## src/common/pio_pkg.sv

```systemverilog
// package for the parallel i/o port: register offsets, modes, carriers
`default_nettype none
package pio_pkg;
    // register indices of the four host-visible registers
    localparam logic [1:0] PIO_OFS_DATA = 2'h0;
    localparam logic [1:0] PIO_OFS_DIR  = 2'h1;
    localparam logic [1:0] PIO_OFS_MASK = 2'h2;
    localparam logic [1:0] PIO_OFS_EDGE = 2'h3;
    // build-time direction setting
    typedef enum logic [1:0] {
        PIO_DIR_BIDIR = 2'b00,
        PIO_DIR_IN    = 2'b01,
        PIO_DIR_OUT   = 2'b10,
        PIO_DIR_INOUT = 2'b11
    } pio_dir_mode_type;
    // build-time edge selection
    typedef enum logic [1:0] {
        PIO_EDGE_RISE = 2'b00,
        PIO_EDGE_FALL = 2'b01,
        PIO_EDGE_ANY  = 2'b10
    } pio_edge_mode_type;
    // build-time interrupt source
    typedef enum logic {
        PIO_IRQ_LEVEL = 1'b0,
        PIO_IRQ_EDGE  = 1'b1
    } pio_irq_mode_type;
    // host transfer request
    typedef struct packed {
        logic        rd;
        logic        wr;
        logic [1:0]  addr;
        logic [31:0] wdata;
    } pio_req_type;
    // reset values
    localparam logic [31:0] PIO_RST_WORD = 32'h0000_0000;
    localparam logic        PIO_RST_BIT  = 1'b0;
    localparam int          PIO_MAX_PORTS = 32;
endpackage : pio_pkg
`default_nettype wire

```

## src/hdl/pio_core.sv

```systemverilog
// parallel i/o port core: registers, edge capture, interrupt, pin drive
`default_nettype none
module pio_core
    import pio_pkg::*;
#(
    parameter int                WIDTH     = 32,
    parameter pio_dir_mode_type  DIR_MODE  = PIO_DIR_INOUT,
    parameter bit                HAS_EDGE  = 1'b1,
    parameter pio_edge_mode_type EDGE_MODE = PIO_EDGE_RISE,
    parameter bit                HAS_IRQ   = 1'b1,
    parameter pio_irq_mode_type  IRQ_MODE  = PIO_IRQ_LEVEL
) (
    input  wire logic             i_clk,
    input  wire logic             i_sys_rst,
    input  wire logic             i_ce,
    input  wire pio_req_type      i_req,
    output var  logic [31:0]      o_rdata,
    output var  logic             o_rvalid,
    output var  logic             o_irq,
    input  wire logic [WIDTH-1:0] i_port,
    output var  logic [WIDTH-1:0] o_port,
    output var  logic [WIDTH-1:0] o_port_oe
);
    // build-time presence of each part
    localparam bit HAS_IN  = (DIR_MODE != PIO_DIR_OUT);
    localparam bit HAS_OUT = (DIR_MODE != PIO_DIR_IN);
    localparam bit HAS_DIR = (DIR_MODE == PIO_DIR_BIDIR);
    localparam bit USE_EDGE = HAS_EDGE && HAS_IN;
    localparam bit USE_IRQ  = HAS_IRQ && HAS_IN;

    // host-visible state
    logic [WIDTH-1:0] out_val;   // value to drive
    logic [WIDTH-1:0] dir;       // 1 = output
    logic [WIDTH-1:0] mask;      // interrupt enables
    logic [WIDTH-1:0] cap;       // captured edges
    logic [WIDTH-1:0] cond;      // per-port interrupt condition
    logic             cap_clr;   // write to capture register
    logic [31:0]      next_rdata;

    initial begin
        if (WIDTH < 1 || WIDTH > PIO_MAX_PORTS) begin
            $error("port width out of range");
        end
    end

    // any write to capture clears it, except bits that see an edge in the same cycle
    assign cap_clr = USE_EDGE && i_req.wr && (i_req.addr == PIO_OFS_EDGE);

    always_ff @(posedge i_clk or posedge i_sys_rst) begin
        if (i_sys_rst) begin
            out_val <= WIDTH'(PIO_RST_WORD);
        end else if (i_ce && HAS_OUT && i_req.wr && i_req.addr == PIO_OFS_DATA) begin
            out_val <= i_req.wdata[WIDTH-1:0];
        end
    end

    always_ff @(posedge i_clk or posedge i_sys_rst) begin
        if (i_sys_rst) begin
            dir <= WIDTH'(PIO_RST_WORD);
        end else if (i_ce && HAS_DIR && i_req.wr && i_req.addr == PIO_OFS_DIR) begin
            dir <= i_req.wdata[WIDTH-1:0];
        end
    end

    always_ff @(posedge i_clk or posedge i_sys_rst) begin
        if (i_sys_rst) begin
            mask <= WIDTH'(PIO_RST_WORD);
        end else if (i_ce && USE_IRQ && i_req.wr && i_req.addr == PIO_OFS_MASK) begin
            mask <= i_req.wdata[WIDTH-1:0];
        end
    end

    genvar g;
    generate
        if (USE_EDGE) begin : g_edge
            for (g = 0; g < WIDTH; g++) begin : g_bit
                pio_edge_det #(
                    .EDGE_MODE (EDGE_MODE)
                ) u_det (
                    .i_clk     (i_clk),
                    .i_sys_rst (i_sys_rst),
                    .i_ce      (i_ce),
                    .i_pin     (i_port[g]),
                    .i_clear   (cap_clr),
                    .o_cap     (cap[g])
                );
            end
        end else begin : g_noedge
            assign cap = '0;
        end
    endgenerate

    // interrupt condition per port
    always_comb begin
        if (IRQ_MODE == PIO_IRQ_EDGE) begin
            cond = cap;
        end else begin
            cond = i_port;
        end
    end

    always_ff @(posedge i_clk or posedge i_sys_rst) begin
        if (i_sys_rst) begin
            o_irq <= PIO_RST_BIT;
        end else if (i_ce) begin
            o_irq <= USE_IRQ && |(cond & mask);
        end
    end

    always_comb begin
        next_rdata = PIO_RST_WORD;
        case (i_req.addr)
            PIO_OFS_DATA: if (HAS_IN)   next_rdata[WIDTH-1:0] = i_port;
            PIO_OFS_DIR:  if (HAS_DIR)  next_rdata[WIDTH-1:0] = dir;
            PIO_OFS_MASK: if (USE_IRQ)  next_rdata[WIDTH-1:0] = mask;
            PIO_OFS_EDGE: if (USE_EDGE) next_rdata[WIDTH-1:0] = cap;
            default:      next_rdata = PIO_RST_WORD;
        endcase
    end

    // read data, one cycle after the request
    always_ff @(posedge i_clk or posedge i_sys_rst) begin
        if (i_sys_rst) begin
            o_rdata  <= PIO_RST_WORD;
            o_rvalid <= PIO_RST_BIT;
        end else if (i_ce) begin
            o_rvalid <= i_req.rd;
            if (i_req.rd) begin
                o_rdata <= next_rdata;
            end
        end
    end

    always_ff @(posedge i_clk or posedge i_sys_rst) begin
        if (i_sys_rst) begin
            o_port    <= WIDTH'(PIO_RST_WORD);
            o_port_oe <= WIDTH'(PIO_RST_WORD);
        end else if (i_ce) begin
            o_port    <= HAS_OUT ? out_val : '0;
            o_port_oe <= HAS_DIR ? dir : (HAS_OUT ? '1 : '0);
        end
    end

    // assertions
    // capture clear with quiet pins
    cap_clear_a: assert property (@(posedge i_clk) disable iff (i_sys_rst)
        (i_ce && cap_clr && $past(i_ce) && !$past(i_sys_rst) && !$changed(i_port))
        |=> (cap == '0))
        else $error("capture not cleared");
    cap_hold_a: assert property (@(posedge i_clk) disable iff (i_sys_rst)
        (i_ce && !cap_clr) |=> ((cap & $past(cap)) == $past(cap)))
        else $error("capture bit lost");
    irq_value_a: assert property (@(posedge i_clk) disable iff (i_sys_rst)
        i_ce |=> (o_irq == (USE_IRQ && |($past(cond) & $past(mask)))))
        else $error("irq wrong");
    data_read_a: assert property (@(posedge i_clk) disable iff (i_sys_rst)
        (i_ce && i_req.rd && i_req.addr == PIO_OFS_DATA && HAS_IN)
        |=> (o_rvalid && o_rdata[WIDTH-1:0] == $past(i_port)))
        else $error("data read wrong");
    // write reaches pins in two cycles
    out_write_a: assert property (@(posedge i_clk) disable iff (i_sys_rst)
        (HAS_OUT && i_ce && i_req.wr && i_req.addr == PIO_OFS_DATA) ##1 i_ce
        |=> (o_port == $past(i_req.wdata[WIDTH-1:0], 2)))
        else $error("output not updated");
    dir_release_a: assert property (@(posedge i_clk) disable iff (i_sys_rst)
        (HAS_DIR && i_ce) |=> (o_port_oe == $past(dir)))
        else $error("enable mismatch");
    mask_gate_a: assert property (@(posedge i_clk) disable iff (i_sys_rst)
        (i_ce && mask == '0) |=> !o_irq)
        else $error("masked irq");
    absent_read_a: assert property (@(posedge i_clk) disable iff (i_sys_rst)
        (!HAS_DIR && i_ce && i_req.rd && i_req.addr == PIO_OFS_DIR) |=> (o_rdata == '0))
        else $error("absent register nonzero");

    // read side checks
    // mask reads back
    mask_read_a: assert property (@(posedge i_clk) disable iff (i_sys_rst)
        (USE_IRQ && i_ce && i_req.rd && i_req.addr == PIO_OFS_MASK)
        |=> (o_rdata[WIDTH-1:0] == $past(mask)))
        else $error("mask read wrong");
    dir_read_a: assert property (@(posedge i_clk) disable iff (i_sys_rst)
        (HAS_DIR && i_ce && i_req.rd && i_req.addr == PIO_OFS_DIR)
        |=> (o_rdata[WIDTH-1:0] == $past(dir)))
        else $error("direction read wrong");
    cap_read_a: assert property (@(posedge i_clk) disable iff (i_sys_rst)
        (USE_EDGE && i_ce && i_req.rd && i_req.addr == PIO_OFS_EDGE)
        |=> (o_rdata[WIDTH-1:0] == $past(cap)))
        else $error("capture read wrong");
    // bits above the ports read zero
    upper_zero_a: assert property (@(posedge i_clk) disable iff (i_sys_rst)
        (i_ce && i_req.rd) |=> ((o_rdata >> WIDTH) == '0))
        else $error("upper read bits set");
    valid_pulse_a: assert property (@(posedge i_clk) disable iff (i_sys_rst)
        (i_ce && !i_req.rd) |=> (!o_rvalid && $stable(o_rdata)))
        else $error("stray read valid");

    // write side checks
    // mask write lands
    mask_write_a: assert property (@(posedge i_clk) disable iff (i_sys_rst)
        (USE_IRQ && i_ce && i_req.wr && i_req.addr == PIO_OFS_MASK)
        |=> (mask == $past(i_req.wdata[WIDTH-1:0])))
        else $error("mask write lost");
    dir_write_a: assert property (@(posedge i_clk) disable iff (i_sys_rst)
        (HAS_DIR && i_ce && i_req.wr && i_req.addr == PIO_OFS_DIR)
        |=> (dir == $past(i_req.wdata[WIDTH-1:0])))
        else $error("direction write lost");
    dir_absent_a: assert property (@(posedge i_clk) disable iff (i_sys_rst)
        (!HAS_DIR && i_ce) |=> (dir == '0))
        else $error("absent direction written");
    oe_fixed_a: assert property (@(posedge i_clk) disable iff (i_sys_rst)
        (!HAS_DIR && i_ce) |=> (o_port_oe == {WIDTH{HAS_OUT}}))
        else $error("fixed enable wrong");
    out_absent_a: assert property (@(posedge i_clk) disable iff (i_sys_rst)
        (!HAS_OUT && i_ce) |=> (o_port == '0))
        else $error("absent output driven");

    // interrupt source checks
    // enabled high level raises irq
    level_irq_a: assert property (@(posedge i_clk) disable iff (i_sys_rst)
        (USE_IRQ && IRQ_MODE == PIO_IRQ_LEVEL && i_ce && |(i_port & mask)) |=> o_irq)
        else $error("level irq missing");
    edge_irq_a: assert property (@(posedge i_clk) disable iff (i_sys_rst)
        (USE_IRQ && IRQ_MODE == PIO_IRQ_EDGE && i_ce && |(cap & mask)) |=> o_irq)
        else $error("edge irq missing");

    // presence checks
    // no irq without interrupt logic
    irq_absent_a: assert property (@(posedge i_clk) disable iff (i_sys_rst)
        (!USE_IRQ && i_ce) |=> !o_irq)
        else $error("absent irq raised");
    cap_absent_a: assert property (@(posedge i_clk) disable iff (i_sys_rst)
        (!USE_EDGE && i_ce) |=> (cap == '0))
        else $error("absent capture set");
    read_answer_a: assert property (@(posedge i_clk) disable iff (i_sys_rst)
        (i_ce && i_req.rd) |=> o_rvalid)
        else $error("read not answered");

    ce_freeze_a: assert property (@(posedge i_clk) disable iff (i_sys_rst)
        !i_ce |=> ($stable(o_port) && $stable(o_port_oe) && $stable(o_irq)
                   && $stable(cap) && $stable(o_rdata) && $stable(o_rvalid)))
        else $error("state moved while frozen");
    // main scenarios
    irq_seen_c: cover property (@(posedge i_clk) disable iff (i_sys_rst) $rose(o_irq));
    cap_set_c:  cover property (@(posedge i_clk) disable iff (i_sys_rst) $rose(|cap));
    clear_c:    cover property (@(posedge i_clk) disable iff (i_sys_rst) cap_clr ##1 cap == '0);
    read_c:     cover property (@(posedge i_clk) disable iff (i_sys_rst) o_rvalid);
    freeze_c:   cover property (@(posedge i_clk) disable iff (i_sys_rst) !i_ce ##1 i_ce);
endmodule : pio_core
`default_nettype wire

```

## src/hdl/pio_edge_det.sv

```systemverilog
// edge detector for one input port with a sticky capture bit
`default_nettype none
module pio_edge_det
    import pio_pkg::*;
#(
    parameter pio_edge_mode_type EDGE_MODE = PIO_EDGE_RISE
) (
    input  wire logic i_clk,
    input  wire logic i_sys_rst,
    input  wire logic i_ce,
    input  wire logic i_pin,
    input  wire logic i_clear,
    output var  logic o_cap
);
    // previous sample of the pin
    logic prev;
    // qualifying edge this cycle
    logic hit;

    always_comb begin
        case (EDGE_MODE)
            PIO_EDGE_RISE: hit = i_pin & ~prev;
            PIO_EDGE_FALL: hit = ~i_pin & prev;
            PIO_EDGE_ANY:  hit = i_pin ^ prev;
            default:       hit = 1'b0;
        endcase
    end

    // previous sample register
    always_ff @(posedge i_clk or posedge i_sys_rst) begin
        if (i_sys_rst) begin
            prev <= PIO_RST_BIT;
        end else if (i_ce) begin
            prev <= i_pin;
        end
    end

    // sticky bit, set wins over clear
    always_ff @(posedge i_clk or posedge i_sys_rst) begin
        if (i_sys_rst) begin
            o_cap <= PIO_RST_BIT;
        end else if (i_ce) begin
            if (hit) begin
                o_cap <= 1'b1;
            end else if (i_clear) begin
                o_cap <= 1'b0;
            end
        end
    end
endmodule : pio_edge_det
`default_nettype wire

```

## config.mk

```make
export PLATFORM = sky130hd
export DESIGN_NAME = pio_core
export DESIGN_NICKNAME = d
export VERILOG_FILES = /design/src/common/pio_pkg.sv /design/src/hdl/pio_core.sv /design/src/hdl/pio_edge_det.sv
export SDC_FILE = /design/constraint.sdc
export NUM_CORES = 1
export LEC_CHECK = 0
export BUFFER_PORTS_ARGS = -buffer_cell sky130_fd_sc_hd__buf_2
export CAP_MARGIN = 20
export CORE_MARGIN = 2
export CORE_UTILIZATION = 55
export DETAILED_ROUTE_END_ITERATION = 16
export PLACE_DENSITY = 0.88
export RECOVER_POWER = 25
export SLEW_MARGIN = 10
export SYNTH_ARGS = -nofsm -noshare
export SYNTH_HDL_FRONTEND = slang
export SYNTH_SLANG_ARGS = --single-unit
```

## constraint.sdc

```tcl
create_clock -name i_clk -period 10.05 [get_ports i_clk]
set_input_delay 0.5025 -clock i_clk [delete_from_list [all_inputs] [get_ports i_clk]]
set_output_delay 0.5025 -clock i_clk [all_outputs]
set_load 0.03 [all_outputs]
```

* Yosys cells after proc, flatten, opt, wreduce, memory -nomap -nowiden
Cells that the tools add are included.
Operators by class: equality and inequality tests 2, muxes and demuxes 34, bitwise logic cells 65, reductions and logical operators 71
Operators by type and width (count):
- $pmux W32 S3 | 1
- $reduce_and A2 Y1 | 33
- $reduce_bool A2 Y1 | 32
- $mux W1 | 33
- $and A1 B1 Y1 | 32
- $and A32 B32 Y32 | 1
- $not A1 Y1 | 32
- $reduce_or A32 Y1 | 1
- $eq A2 B2 Y1 const B | 2
- $logic_and A1 B1 Y1 | 4
- $logic_not A2 Y1 | 1
Word-level totals: register bits after elaboration 195, bits of input ports 71, output and inout port bits 98, word-level logic and storage cells 243

* Depth between registers and ports, before layout
Gate-level depths: netlist of the first run.
depth in word-level cells 4, depth in mapped cells 6, depth with buffers taken out 4

* Cells and area by module
From an unflattened synthesis of the first run, not the netlist that was laid out.
Second synthesis, totals: cells, all modules 704, area total of the unflattened synthesis 8578.2 um2
Modules (own cells, without submodules):
- pio_core | times used 1, cells each 448, area an instance 6055.8 um2, seq. area each 3278.1 um2
- pio_edge_det | times used 32, cells each 8, area an instance 78.8 um2, seq. area each 50.0 um2

* Worst setup path before layout of the first run
OpenSTA, ideal clock, no wires.
kind register -> output, from register o_port_oe[0] (netlist name), to output port o_port_oe[10], arrival 1238 ps, required time 9547 ps, slack 8310 ps, cell stages (with the launch flop) 2, buffers on the path 1, cell sequence dfrtp_1 buf_4
RTL lines:
- end, declared | RTL line pio_core.sv:22 | output var logic [WIDTH-1:0] o_port_oe
No word-level cell between the ends.

==> results of run 1 <==
## per-layer routing
metal	GRT usage, %	share of wire (%)	wire length [µm]	vias up
li1	-	-	-	2550
met1	33.9	42	7970	2853
met2	37.4	49	9180	246
met3	6.45	6.8	1290	21
met4	7.89	2.0	368	0
met5	0	0	0	-
## area by class of cell
| type | count | area (µm²) |
|---|---|---|
| fillers | 1111 | 5450 |
| flip-flops and latches | 195 | 4880 |
| multi-input cells | 369 | 2880 |
| repair buffers | 174 | 917 |
| clock buffers | 25 | 465 |
| well taps | 188 | 235 |
| inverters | 34 | 129 |
| clock inverters | 5 | 78.8 |
## state kept, by name, summed over array words and instances, names as in the netlist
signal,cells
g_edge.g_bit.u_det.o_cap,32
g_edge.g_bit.u_det.prev,32
mask,32
o_irq,1
o_port,32
o_port_oe,1
o_rdata,32
o_rvalid,1
out_val,32
## metrics by stage
stage / cell area (µm²) / worst slack (ps)
CTS: 9550 / 7200
floorplan: 8360 / 4240
global route: 9590 / 4750
finish: 9590 / 5680
global placement: 9000 / 6900
detailed placement: 9000 / 6780
## cell families after synthesis
group	Yosys count	share of synthesized area, %
buf+inv	106	7.13
flops	195	58.4
compound gates	113	9.52
simple gates	128	6.35
mux	128	18.6
## power by group through the flow
| stage | clock (mW) | sequential (mW) | combinational, mW |
|---|---|---|---|
| 2_1_floorplan | 0 | 1.12 | 0.218 |
| 3_3_place_gp | 0 | 1.02 | 0.440 |
| 3_5_place_dp | 0 | 1.03 | 0.456 |
| 4_1_cts | 0.655 | 1.02 | 0.458 |
| 5_1_grt | 0.687 | 1.04 | 0.490 |
| 6_report | 0.645 | 1.02 | 0.456 |
## critical path, stage by stage
cell	delay, ps
buf_2	100
clkinvlp_2	3100
buf_4	1020
## final timing paths
| kind | from | to | slack, ps | cells after the start |
|---|---|---|---|---|
| hold / removal | i_req[12] | mask[12]$_DFFE_PP0P_ | 320 | 2 |
| min in group asynchronous | i_sys_rst | o_port_oe[0]$_DFFE_PP0P_ | 1820 | 2 |
| max in group i_clk | i_ce | mask[13]$_DFFE_PP0P_ | 6420 | 4 |
| setup / recovery | i_sys_rst | g_edge.g_bit[3].u_det.o_cap$_DFFE_PP0P_ | 5680 | 3 |
| hold reg to reg | g_edge.g_bit[25].u_det.prev$_DFFE_PP0P_ | g_edge.g_bit[25].u_det.o_cap$_DFFE_PP0P_ | 460 | 1 |
| setup reg to reg | mask[8]$_DFFE_PP0P_ | o_irq$_DFFE_PP0P_ | 8680 | 4 |
## synthesized netlist by cell type (all sizes together)
master	n	area, µm²
o21ai	51	255
a222oi	1	10.0
and3	1	6.26
nand4b	1	23.8
mux2	128	1550
dfrtp	195	4880
nor4	1	6.26
a221oi	32	280
nand4	5	31.3
buf	55	404
inv	34	128
nor2	66	255
nand2	52	195
and2	1	6.26
a22oi	14	105
or2	1	6.26
a21oi	1	5.00
a32o	14	140
clkbuf	17	63.8
==> flow_summary.toml, run 1 <==
[floorplan]
die-area_um2 = 16200
dieHeight_um = 127
coreArea_um2 = 15000
num_rows = 45
dieWidth_um = 127
start_util_pct = 55.6
io_pins = 169

[timing]
skew_ps = 7.77
max_freq_mhz = 229
post-route-min-period_ps = 4370
slew_headroom_pct = -274
tightest_slew_ps = 5590
setup_viol = 0
finalHoldViolCount = 0
finalSetupTns_ps = 0
whs_ps = 323
drv_slew = 177
rsz0062_at_grt = "false"
fin_crit_sh_pct = 43.5

[detailed_routing]
via_per_inst = 5.73
routed_wl_um = 18800
wire_per_inst_um = 19.0
firstDrtPassIters = 5
num_vias = 5670
ant_nets = 0
drc = 0
drt_iter0_markers = 537

[global_route]
grt_pass1_wl_um = 30000
grt_usage_pct = 24.2
globalRouteOverflowTotal = 0
antenna_found_initial = 0
grt_pass1_vias = 5598
grt_max_degree = 133

[power_and_ir_drop]
swShare_pct = 29.4
cellLeakagePower_nw = 4.45
ir_drop_mv = 0.157
p_comb_share_pct = 21.5
clock_power_share_pct = 30.4
p_switching_mw = 0.623
p_seq_share_pct = 48.1
total_power_mw = 2.12
internal_power_mw = 1.50
pwr_density_cell_nw_per_um2 = 221

[yosys]
synth_area_per_cell_um2 = 12.5
seq_area_frac_synth_pct = 58.4
syn_nets = 741
netlist_instances = 670
synth.distinct_cells = 26
ys_warn_count = 0
synth-seq-cells = 195
syn_area_um2 = 8360

[clock_network]
holdBufCountCts = 0
clk_latency_ps = 420
clock-sinks = 195
clock_path_buffers = 2
post-cts-setup-buffers = 0
cts_resized = 0
htreeDepth = 4
cts_tree = "yes"
numCtsBuffers = 17
clkTransAtPathRegs_ps = 60
cts_root_buf = "clkbuf_16"

[placed_design]
hpwl_um = 12500
numPortBuffers = 168
place_congestion = 0.800
dp.cells = 958

[hold_path]
hold_class = "in -> reg"

[critical_path]
cp-end-kind = "async pin"
cp-start-kind = "input port"
worstPathRequired_ps = 10510
cp.arrival_ps = 4830
crit_fanout = 132
crit_type = "in -> async"

[status]
violations = "max-capacitance violations, max-slew violations"
status = "finished, violations left"

[final_layout]
area_growth_syn_to_layout_pct = 14.7
final_cell_mix = "195 x dfrtp_1, 167 x buf_2, 94 x mux2_2, 65 x nor2_1, 52 x nand2_1"
drive_above_1_share_pct = 40.5
nets = 862
diodes = 0
final_common_cell = "dfrtp_1"
utilization_pct = 63.8
final_cell_count_no_fill = 990

[job]
max_cap_violations = 2
No activity file was read; power rests on OpenSTA's default activity.
==> run 2, diff against run 1 <==
==> constraint.sdc (replaced) <==
create_clock -name i_clk -period 4.5 [get_ports i_clk]
set_input_delay 0.225 -clock i_clk [delete_from_list [all_inputs] [get_ports i_clk]]
set_output_delay 0.225 -clock i_clk [all_outputs]
set_load 0.03 [all_outputs]
==> run 2 against run 1 <==
Compared with the run above:
- the flow finishes with violations (negative hold slack, max-capacitance violations, max-slew violations)
- via count rose by 0.53%
- utilization rose by 0.29 points
- cell area rose by 0.46%
==> flow_summary.toml, run 2 (synthesis gave the netlist of run 1 again) <==
[timing]
finalSetupTns_ps = 0
rsz0062_at_grt = "false"
post-route-min-period_ps = 2590
skew_ps = 10.6
whs_ps = -36.2
setup_viol = 0
fin_crit_sh_pct = 57.6
max_freq_mhz = 386
tightest_slew_ps = 2870
slew_headroom_pct = -91.2
finalHoldViolCount = 6
drv_slew = 57

[detailed_routing]
firstDrtPassIters = 5
wire_per_inst_um = 19.2
routed_wl_um = 19000
num_vias = 5700
ant_nets = 0
drt_iter0_markers = 516
via_per_inst = 5.73
drc = 0

[final_layout]
nets = 863
drive_above_1_share_pct = 41.2
area_growth_syn_to_layout_pct = 15.3
final_cell_mix = "195 x dfrtp_1, 167 x buf_2, 94 x mux2_2, 65 x nor2_1, 52 x nand2_1"
design_area_um2 = 9630
final_common_cell = "dfrtp_1"

[critical_path]
cp-end-kind = "async pin"
crit_slowest_cell = "clkbuf_1"
reg2reg_from = "mask[8]$_DFFE_PP0P_"
crit_type = "in -> async"
startpoint = "i_sys_rst"
cp-endpoint = "mask[19]$_DFFE_PP0P_"
worstPathRequired_ps = 4410
path_depth = 3
slowest_delay_ps = 2040
worstRegToRegCells = 4
cp-start-kind = "input port"
crit_fanout = 56
reg2reg_to = "o_irq$_DFFE_PP0P_"
cp.arrival_ps = 2500
crit_buf_inv = 3
crit_path_cell_trace = "buf_2, clkinvlp_2, clkbuf_1"
critical_path.top_delay_family = "buffers and inverters"
r2r_slack_ps = 3120

[power_and_ir_drop]
p_comb_share_pct = 21.3
swShare_pct = 30.0
ir_drop_mv = 0.299
cellLeakagePower_nw = 4.46
clock_power_share_pct = 31.2
internal_power_mw = 3.35
p_seq_share_pct = 47.5
pwr_density_cell_nw_per_um2 = 497
p_switching_mw = 1.44

[global_route]
grt_max_degree = 140
globalRouteOverflowTotal = 0
antenna_found_initial = 1
grt_pass1_vias = 5681
grt_pass1_wl_um = 30700
grt_usage_pct = 24.6

[floorplan]
num_rows = 45
io_pins = 169
dieHeight_um = 127
start_util_pct = 55.6
dieWidth_um = 127
die-area_um2 = 16200
coreArea_um2 = 15000

[clock_network]
numCtsBuffers = 17
clock-sinks = 195
cts_resized = 0
cts_tree = "yes"
clkTransAtPathRegs_ps = 70
clk_latency_ps = 430
cts_root_buf = "clkbuf_16"
htreeDepth = 4
post-cts-setup-buffers = 0
clock_path_buffers = 2
holdBufCountCts = 0

[hold_path]
hold_class = "in -> async"

[status]
status = "finished, violations left"
violations = "negative hold slack, max-capacitance violations, max-slew violations"

[placed_design]
dpl_cell_area_um2 = 9020
place_congestion = 0.843
hpwl_um = 12700
numPortBuffers = 168

[job]
max_cap_violations = 1
[run 2: cell count changes in the layout (fill, tap and decap cells not counted), sizes merged]
cell / delta
clkinvlp: +3
clkbuf: -4
clkinv: +1
buf: +1
diode: +1
inv: +2
[run 2: worst min-delay path by stage]
stage | start | to | slack (ps)
5_1_grt | i_req[26] | out_val[26]$_DFFE_PP0P_ | 20
3_5_place_dp | g_edge.g_bit[31].u_det.prev$_DFFE_PP0P_ | g_edge.g_bit[31].u_det.o_cap$_DFFE_PP0P_ | 440
3_3_place_gp | g_edge.g_bit[1].u_det.prev$_DFFE_PP0P_ | g_edge.g_bit[1].u_det.o_cap$_DFFE_PP0P_ | 440
6_report | i_sys_rst | o_rdata[7]$_DFFE_PP0P_ | -40
4_1_cts | i_req[26] | out_val[26]$_DFFE_PP0P_ | 20
2_1_floorplan | i_port[11] | g_edge.g_bit[11].u_det.prev$_DFFE_PP0P_ | 350
[run 2: area by class of cell]
| class | instances | area [µm²] |
|---|---|---|
| clock inverter | 11 | 128 |
| antenna | 1 | 2.50 |
| fill | 1060 | 5400 |
| multi-input combinational | 369 | 2880 |
| clock buffer | 21 | 450 |
| timing repair buffer | 175 | 925 |
| sequential | 195 | 4880 |
| inverter | 34 | 129 |
| tap | 188 | 235 |
[run 2: metrics by stage]
step / cells / total power [mW] / utilization [%] / hold WS [ps] / worst slack [ps]
6_report: 994 / 4.79 / 64.1 / -36.2 / 1910
5_1_grt: 993 / 5.01 / 64.0 / 17.3 / 1220
4_1_cts: 991 / 4.81 / 63.9 / 21.2 / 1980
3_5_place_dp: 959 / 3.32 / 60.0 / 445 / 1520
3_3_place_gp: 959 / 3.27 / 60.0 / 439 / 1600
2_1_floorplan: 670 / 2.99 / - / 346 / 1760
[run 2: power groups by stage]
stage	registers, mW	clock network [mW]	logic (mW)
floorplan	2.50	0	0.487
finish	2.27	1.49	1.02
global placement	2.29	0	0.982
CTS	2.27	1.51	1.03
global route	2.31	1.60	1.10
detailed placement	2.30	0	1.02
[run 2: metal layers]
| metal | routed length (µm) | track usage [%] |
|---|---|---|
| met5 | 0 | 0 |
| met2 | 9330 | 39.4 |
| met4 | 431 | 8.08 |
| met3 | 1160 | 6.11 |
| met1 | 8120 | 33.5 |
[run 2: worst reg2reg max path, cell delays in order (launching register included)]
cell	delay, ps
dfrtp_1	440
a22oi_1	250
nand4_1	140
nor4_1	320
a21oi_1	110
